==> src/common/pirq_pkg.sv <==
`default_nettype none
package pirq_pkg;
    localparam int ADDR_W = 10;
    localparam int DATA_W = 32;
    localparam int BE_W   = 4;

    // Register indices; byte address is four times the index
    localparam logic [7:0] IDX_IRQ_CONTROL    = 8'h0B;
    localparam logic [7:0] IDX_EVENT_FLAGS    = 8'h0C;
    localparam logic [7:0] IDX_SECOND_FLAGS   = 8'h0D;
    localparam logic [7:0] IDX_ENABLE_BANK    = 8'h8C;
    localparam logic [7:0] IDX_SECOND_ENABLES = 8'h8D;
    localparam logic [7:0] IDX_RESET_CAUSE    = 8'h8E;

    localparam int BIT_PARALLEL   = 7;
    localparam int BIT_CONVERSION = 6;
    localparam int BIT_RECEIVE    = 5;
    localparam int BIT_TRANSMIT   = 4;
    localparam int BIT_SYNC       = 3;
    localparam int BIT_CCP_ONE    = 2;
    localparam int BIT_TIMER_TWO  = 1;
    localparam int BIT_TIMER_ONE  = 0;
    localparam int BIT_CCP_TWO    = 0;
    localparam int BIT_GLOBAL_EN  = 7;
    localparam int BIT_PERIPH_EN  = 6;
    localparam int BIT_POWER_ON   = 1;
    localparam int BIT_BROWNOUT   = 0;

    // Receive and transmit flags follow the buffers, not software
    localparam logic [7:0] EVENT_WRITE_MASK = 8'hCF;
    localparam logic [7:0] RST_FLAGS        = 8'h00;
    localparam logic [7:0] RST_ENABLES      = 8'h00;
    localparam logic [7:0] RST_RESET_CAUSE  = 8'h01;
    localparam logic [DATA_W-1:0] RD_ZERO   = 32'h0000_0000;

    typedef enum logic [1:0] {
        PIRQ_SSP_SPI        = 2'b00,
        PIRQ_SSP_I2C_SLAVE  = 2'b01,
        PIRQ_SSP_I2C_MASTER = 2'b10,
        PIRQ_SSP_OFF        = 2'b11
    } pirq_ssp_mode_t;

    typedef enum logic [1:0] {
        PIRQ_CCP_OFF     = 2'b00,
        PIRQ_CCP_CAPTURE = 2'b01,
        PIRQ_CCP_COMPARE = 2'b10,
        PIRQ_CCP_PWM     = 2'b11
    } pirq_ccp_mode_t;

    typedef enum logic [0:0] {
        PIRQ_BUS_IDLE   = 1'b0,
        PIRQ_BUS_ANSWER = 1'b1
    } pirq_bus_phase_t;

    typedef struct packed {
        logic           psp_access;
        logic           adc_done;
        logic           rx_buffer_full;
        logic           tx_buffer_empty;
        pirq_ssp_mode_t ssp_mode;
        logic           ssp_xfer_done;
        logic           ssp_seq_done;
        logic           ssp_idle;
        logic           ssp_bus_start;
        logic           ssp_bus_stop;
        pirq_ccp_mode_t capture_compare_one_mode;
        logic           capture_compare_one_capture;
        logic           capture_compare_one_match;
        logic [7:0]     timer_two_count;
        logic [7:0]     period_two;
        logic           timer_one_overflow;
        pirq_ccp_mode_t capture_compare_two_mode;
        logic           capture_compare_two_capture;
        logic           capture_compare_two_match;
        logic           brownout_detected;
        logic           brownout_circuit_enable;
    } pirq_events_t;

    typedef struct packed {
        logic              read;
        logic              write;
        logic [ADDR_W-1:0] address;
        logic [DATA_W-1:0] writedata;
        logic [BE_W-1:0]   byteenable;
    } pirq_av_req_t;

    typedef struct packed {
        logic [DATA_W-1:0] readdata;
        logic              waitrequest;
    } pirq_av_rsp_t;

    typedef struct packed {
        logic [7:0]      event_flags;
        logic [7:0]      second_flags;
        logic [7:0]      enable_bank;
        logic [7:0]      second_enables;
        logic [7:0]      reset_cause;
        logic            global_en;
        logic            periph_en;
        logic            match_seen;
        pirq_bus_phase_t phase;
        pirq_av_rsp_t    rsp;
        logic            irq;
    } pirq_state_t;
endpackage
`default_nettype wire

==> src/rtl/pirq_top.sv <==
// Contract
// - Event flags set on their event regardless of any enable bit.
// - Event flag register at 0Ch, bits 7..0 parallel down to timer one.
// - Receive and transmit flags are read-only buffer status levels.
// - Parallel flag sets on external port access, held until cleared.
// - Conversion flag sets on conversion done, held until cleared.
// - Serial flag sets on transfer done in SPI and both I2C modes.
// - I2C master: serial flag sets when a started bus sequence completes.
// - Multi-master: START or STOP seen while idle sets serial flag.
// - Capture/compare one flag sets on capture or match, not in PWM.
// - Timer two flag sets when count equals period, held until cleared.
// - Timer one flag sets on overflow, held until cleared.
// - Second enable register at 8Dh: bit 0 only, others read zero.
// - Second flag register at 0Dh: bit 0 capture/compare two event.
// - Capture/compare two flag stays set until software clears it.
// - Reset cause at 8Eh: power-on bit 1, brown-out bit 0.
// - Power-on reset clears power-on bit; software sets it later.
// - Brown-out bit set by software; zero later means brown-out reset.
// - Brown-out bit unreliable when detection circuit is disabled.
// - Peripheral interrupts need the peripheral enable bit set.
// - Enable bank at 8Ch, same bit order as event flags.
//
// The Avalon-MM slave port is this design's own decision.
`default_nettype none
module pirq_top
(
    input  wire logic                   clock,
    input  wire logic                   nrst,
    input  wire pirq_pkg::pirq_events_t events,
    input  wire pirq_pkg::pirq_av_req_t av_req,
    output var  pirq_pkg::pirq_av_rsp_t av_rsp,
    output var  logic                   irq
);
    import pirq_pkg::*;

    pirq_state_t r;
    pirq_state_t next_r;

    logic [7:0] set_one;
    logic       set_two;
    logic       sync_set;
    logic       capture_compare_one_set;
    logic       capture_compare_two_set;
    logic       is_master;
    logic       match_now;
    logic [7:0] index;
    logic       lane0;
    logic       do_write;
    logic [7:0] wbyte;
    logic [7:0] rd_byte;
    logic       pending;

    assign av_rsp = r.rsp;
    assign irq    = r.irq;

    always_comb
    begin
        next_r    = r;
        index     = av_req.address[ADDR_W-1:2];
        lane0     = av_req.byteenable[0];
        wbyte     = av_req.writedata[7:0];
        is_master = (events.ssp_mode == PIRQ_SSP_I2C_MASTER);

        // Transfer completion counts in every active serial mode
        sync_set = 1'b0;
        if (events.ssp_mode != PIRQ_SSP_OFF)
        begin
            sync_set = events.ssp_xfer_done;
        end
        if (is_master)
        begin
            sync_set = sync_set | events.ssp_seq_done;
            if (events.ssp_idle)
            begin
                sync_set = sync_set | events.ssp_bus_start
                                    | events.ssp_bus_stop;
            end
        end

        capture_compare_one_set = 1'b0;
        case (events.capture_compare_one_mode)
            PIRQ_CCP_CAPTURE: capture_compare_one_set = events.capture_compare_one_capture;
            PIRQ_CCP_COMPARE: capture_compare_one_set = events.capture_compare_one_match;
            default:          capture_compare_one_set = 1'b0;
        endcase

        capture_compare_two_set = 1'b0;
        case (events.capture_compare_two_mode)
            PIRQ_CCP_CAPTURE: capture_compare_two_set = events.capture_compare_two_capture;
            PIRQ_CCP_COMPARE: capture_compare_two_set = events.capture_compare_two_match;
            default:          capture_compare_two_set = 1'b0;
        endcase

        // Only the first cycle of equality counts, so a held match
        // cannot keep software from clearing the flag
        match_now = (events.timer_two_count == events.period_two);
        next_r.match_seen = match_now;

        // Flag sets ignore every enable bit
        set_one = 8'h00;
        set_one[BIT_PARALLEL]   = events.psp_access;
        set_one[BIT_CONVERSION] = events.adc_done;
        set_one[BIT_SYNC]       = sync_set;
        set_one[BIT_CCP_ONE]    = capture_compare_one_set;
        set_one[BIT_TIMER_TWO]  = match_now & ~r.match_seen;
        set_one[BIT_TIMER_ONE]  = events.timer_one_overflow;
        set_two = capture_compare_two_set;

        // Register reads see the current state
        rd_byte = 8'h00;
        case (index)
            IDX_IRQ_CONTROL:
            begin
                rd_byte[BIT_GLOBAL_EN] = r.global_en;
                rd_byte[BIT_PERIPH_EN] = r.periph_en;
            end
            IDX_EVENT_FLAGS:    rd_byte = r.event_flags;
            IDX_SECOND_FLAGS:   rd_byte = r.second_flags;
            IDX_ENABLE_BANK:    rd_byte = r.enable_bank;
            IDX_SECOND_ENABLES: rd_byte = r.second_enables;
            IDX_RESET_CAUSE:    rd_byte = r.reset_cause;
            default:            rd_byte = 8'h00;
        endcase

        // Two-cycle slave: accept, then answer with waitrequest low;
        // the write lands at the edge where the master sees the answer
        pending  = av_req.read | av_req.write;
        do_write = 1'b0;
        case (r.phase)
            PIRQ_BUS_IDLE:
            begin
                if (pending)
                begin
                    next_r.phase            = PIRQ_BUS_ANSWER;
                    next_r.rsp.waitrequest  = 1'b0;
                end
                // Read data holds until the next read, so writes keep it
                if (av_req.read)
                begin
                    next_r.rsp.readdata     = RD_ZERO;
                    next_r.rsp.readdata[7:0] = rd_byte;
                end
            end
            PIRQ_BUS_ANSWER:
            begin
                do_write               = av_req.write & lane0;
                next_r.phase           = PIRQ_BUS_IDLE;
                next_r.rsp.waitrequest = 1'b1;
            end
            default:
            begin
                next_r.phase           = PIRQ_BUS_IDLE;
                next_r.rsp.waitrequest = 1'b1;
            end
        endcase

        if (do_write)
        begin
            case (index)
                IDX_IRQ_CONTROL:
                begin
                    next_r.global_en = wbyte[BIT_GLOBAL_EN];
                    next_r.periph_en = wbyte[BIT_PERIPH_EN];
                end
                IDX_EVENT_FLAGS:
                begin
                    next_r.event_flags = (r.event_flags & ~EVENT_WRITE_MASK)
                                       | (wbyte & EVENT_WRITE_MASK);
                end
                IDX_SECOND_FLAGS:
                begin
                    next_r.second_flags = 8'h00;
                    next_r.second_flags[BIT_CCP_TWO] = wbyte[BIT_CCP_TWO];
                end
                IDX_ENABLE_BANK:    next_r.enable_bank = wbyte;
                IDX_SECOND_ENABLES:
                begin
                    next_r.second_enables = 8'h00;
                    next_r.second_enables[BIT_CCP_TWO] = wbyte[BIT_CCP_TWO];
                end
                IDX_RESET_CAUSE:
                begin
                    next_r.reset_cause = 8'h00;
                    next_r.reset_cause[BIT_POWER_ON] =
                        wbyte[BIT_POWER_ON];
                    next_r.reset_cause[BIT_BROWNOUT] =
                        wbyte[BIT_BROWNOUT];
                end
                default:
                begin
                    next_r.global_en = r.global_en;
                end
            endcase
        end

        // Hardware sets are applied after the write so they win
        next_r.event_flags = next_r.event_flags | set_one;
        next_r.event_flags[BIT_RECEIVE]  = events.rx_buffer_full;
        next_r.event_flags[BIT_TRANSMIT] = events.tx_buffer_empty;
        next_r.second_flags[BIT_CCP_TWO] =
            next_r.second_flags[BIT_CCP_TWO] | set_two;

        // With detection off the bit simply keeps what software wrote;
        // it carries no meaning then
        if (events.brownout_detected && events.brownout_circuit_enable)
        begin
            next_r.reset_cause[BIT_BROWNOUT] = 1'b0;
        end

        next_r.irq = next_r.global_en & next_r.periph_en
                   & (|(next_r.event_flags & next_r.enable_bank)
                   | (next_r.second_flags[BIT_CCP_TWO]
                      & next_r.second_enables[BIT_CCP_TWO]));
    end

    always_ff @(posedge clock)
    begin
        if (!nrst)
        begin
            r.event_flags     <= RST_FLAGS;
            r.second_flags    <= RST_FLAGS;
            r.enable_bank     <= RST_ENABLES;
            r.second_enables  <= RST_ENABLES;
            r.reset_cause     <= RST_RESET_CAUSE;
            r.global_en       <= 1'b0;
            r.periph_en       <= 1'b0;
            r.match_seen      <= 1'b0;
            r.phase           <= PIRQ_BUS_IDLE;
            r.rsp.readdata    <= RD_ZERO;
            r.rsp.waitrequest <= 1'b1;
            r.irq             <= 1'b0;
        end
        else
        begin
            r <= next_r;
        end
    end
endmodule // pirq_top
`default_nettype wire

==> config.mk <==
export PLATFORM = sky130hd
export DESIGN_NAME = pirq_top
export DESIGN_NICKNAME = d
export VERILOG_FILES = /design/src/common/pirq_pkg.sv /design/src/rtl/pirq_top.sv
export SDC_FILE = /design/constraint.sdc
export NUM_CORES = 1
export LEC_CHECK = 0
export ABC_CLOCK_PERIOD_IN_PS = 2000
export BUFFER_PORTS_ARGS = -buffer_cell sky130_fd_sc_hd__buf_2
export CAP_MARGIN = 5
export CORE_MARGIN = 8
export CORE_UTILIZATION = 40
export CTS_CLUSTER_DIAMETER = 150
export DETAILED_ROUTE_END_ITERATION = 8
export PLACE_DENSITY = 0.75
export SETUP_SLACK_MARGIN = 0.15
export SYNTH_ARGS = -nofsm -noshare
export SYNTH_HDL_FRONTEND = slang
export SYNTH_SLANG_ARGS = --single-unit
==> constraint.sdc <==
create_clock -name clock -period 2 [get_ports clock]
set_input_delay 0.4 -clock clock [delete_from_list [all_inputs] [get_ports clock]]
set_output_delay 0.4 -clock clock [all_outputs]
set_load 0.01 [all_outputs]
==> results.py <==
metrics = {
    "global_route": {
        "grt_overflow_total": 0,
        "antenna_found_initial": 0,
        "first_global_vias": 2367,
        "track_usage_pct": 15.56,
        "grt_max_degree": 15,
        "grt_pass1_wl_mm": 10.61,
    },
    "timing": {
        "timing.fmax_mhz": 531.4,
        "post-route-period-util_pct": 94.08,
        "hold_violations": 0,
        "min_period_ps": 1882,
        "skew_ps": 3.479,
        "setup_tns_ps": 0,
        "rsz0062_at_grt": "yes",
        "setup_slack_ps": 118.3,
        "setup_viol": 0,
        "slew_violations": 0,
    },
    "setup_path": {
        "r2r_end": "irq",
        "required_ps": 2160,
        "reg2reg_depth": 6,
        "critical_path_class": "input pin to flip-flop",
        "endpoint_kind": "flip-flop",
        "crit_path_end": "irq",
        "critPathLaunchType": "input pin",
        "rrSetupSlack_ps": 180,
        "crit_fanout": 6,
        "worstPathArrival_ps": 2040,
        "startpoint": "av_req[43]",
        "crit-reg2reg-launch": "r[34]",
    },
    "power": {
        "p_comb_share_pct": 18.1,
        "ir_worst_vdd_uv": 231.7,
        "p_sw_share_pct": 27.77,
        "p_leak_nw": 1.216,
        "intPower_w": 0.001046,
        "p_per_area_nw_per_um2": 496.0,
        "pwr-share-seq_pct": 48.9,
        "clkPwrFrac_pct": 33.0,
        "p_switching_w": 0.0004022,
    },
    "hold_path": {
        "hold_class": "input pin to flip-flop",
    },
    "cts": {
        "root_buffer": "clkbuf_8",
        "cts.clk_slew.worst_paths_ps": 70,
        "numClockSinks": 34,
        "htreeDepth": 2,
        "cts_made_buffers": 5,
        "clock_path_buffers": 2,
        "holdBufCountCts": 0,
        "cts_tree": "done",
        "clock_latency_ps": 290,
    },
    "synth": {
        "synth_flop_cell": "dfxtp_1",
        "syn_inst": 259,
        "yosysSeqAreaShare_pct": 30.94,
        "syn_avg_cell_area_um2": 8.493,
        "synth_cell_types": 50,
        "synth_area_leaders": "dfxtp_1, buf_4, nor2_1",
        "yosysTopAreaCell": "dfxtp_1",
        "synth_top_area_share_pct": 30.94,
        "synth_edf_count": 0,
        "synth_warnings": 0,
        "synthTopCellsByCount": "buf_4, dfxtp_1, nor2_1",
        "yosys_register_bits": 34,
        "synth_area_um2": 2200,
        "async_flop_share_pct": 0,
    },
    "drt": {
        "wl_mm": 6.415,
        "ant_nets": 0,
        "top_layer_used": "met4",
        "drt_iter0_drc": 125,
        "vias": 2226,
        "post_drt_via_cell_ratio": 5.300,
        "wl_met2_mm": 3.229,
        "first_pass_iters": 4,
        "drt-met1-wl_mm": 2.618,
        "remaining_drc_errors": 0,
        "wl_met3_um": 391,
        "detail_route.wl_per_cell_um": 15.27,
    },
    "outcome": {
        "status": "finished, final reports clean",
    },
    "floorplan": {
        "pin_count": 122,
        "core_um2": 5405,
        "rows": 27,
        "die_area_um2": 8128,
        "die_y_um": 90.16,
        "die_width_um": 90.16,
        "initial_core_util_pct": 40.69,
    },
    "cells_and_area": {
        "final_nets": 440,
        "nFillCells": 509,
        "antenna_cells": 0,
        "final_util_pct": 54.03,
        "syn_to_final_growth_pct": 32.76,
        "final_layout_size_suffix_gt1_share_pct": 41.09,
    },
    "placement": {
        "dp_slack_ps": -320.5,
        "gp_congestion": 0.8948,
        "dp_hpwl_mm": 5.073,
        "io_buffers": 68,
    },
    "flow_run": {
        "drv_cap": 0,
    },
}
worst min path at each step:
stage / to / start / depth (start not counted)
5_1_grt: r[75] / events[35] / 2
2_1_floorplan: av_rsp[2] / av_rsp[2] / 2
6_report: r[75] / events[35] / 2
3_3_place_gp: av_rsp[2] / av_rsp[2] / 2
4_1_cts: r[75] / events[35] / 2
3_5_place_dp: av_rsp[8] / av_rsp[8] / 2
power groups by stage:
| stage | combinational, W | clock [W] | sequential (W) |
|---|---|---|---|
| floorplan | 0.000166 | 0 | 0.000719 |
| global placement | 0.000242 | 0 | 0.000722 |
| detailed placement | 0.000249 | 0 | 0.000723 |
| CTS | 0.000256 | 0.000487 | 0.000707 |
| global route | 0.000288 | 0.000518 | 0.000710 |
| finish | 0.000262 | 0.000478 | 0.000708 |
repair_timing:
action	4_1_cts	5_1_grt
pin swaps	8	1
resized for setup	11	11
setup buffers	2	0
setup endpoints to repair	1	8
metrics by stage:
step	total power [W]	instance area (um2)	std cells	hold slack, ps
2_1_floorplan	0.0008851	2379	282	436.7
3_3_place_gp	0.0009643	2728	411	443.0
3_5_place_dp	0.0009717	2728	411	446.1
4_1_cts	0.001450	2885	420	327.2
5_1_grt	0.001516	2920	420	336.0
6_report	0.001448	2920	420	334.5
kinds of logic after synthesis:
family          share of synthesized area (%)
compound gates                          21.79
xor+xnor                                3.186
fa+ha+maj                               2.275
buf+inv                                 16.61
flops                                   30.94
mux                                     3.754
other cells                            0.1705
simple gates                            21.27
worst max-delay path, stage by stage:
cell and delay [ps]:
buf_2 130, or4b_4 650, o31ai_4 290, a21boi_1 130, a2111oi_4 310, a31oi_1 130
routing by layer:
layer,track usage [%],vias up
li1,-,1082
met1,17.40,1039
met2,27.18,90
met3,3.076,15
met4,8.322,0
met5,0,-
area by class of cell:
class / count / area (um2) / share of cell area [%]
multi-input cells: 195 / 1413 / 48.37
clock inverters: 2 / 10.01 / 0.3428
clock buffers: 5 / 68.82 / 2.356
repair buffers: 103 / 623.1 / 21.34
well taps: 72 / 90.09 / 3.085
inverters: 9 / 33.78 / 1.157
flip-flops and latches: 34 / 681.9 / 23.35
placed cells by master (no fill, tap or decap), drive strengths merged, types with 2 or more instances in the layout:
cell,synthesis,final
mux2,2,2
o21ai,10,10
and3,2,2
o31ai,9,9
conb,1,24
nand4b,3,3
nand2,10,10
nand2b,2,2
a32oi,3,3
and2,8,8
nand3,3,3
a21o,3,3
nand4,10,10
nor3,5,5
mux2i,6,6
clkinv,0,2
a2bb2oi,2,2
a22oi,11,11
buf,39,103
or2,2,2
a2111oi,3,3
dfxtp,34,34
a21oi,15,15
clkbuf,5,5
inv,9,9
ha,4,4
a221oi,2,2
xnor2,8,8
nor2,24,24
nor4,4,4
a31oi,7,7
sequential cells by signal, summed over array words and instances (netlist names):
name	count
irq	1
av_rsp	9
r	24
No activity file was read; power rests on OpenSTA's default activity.
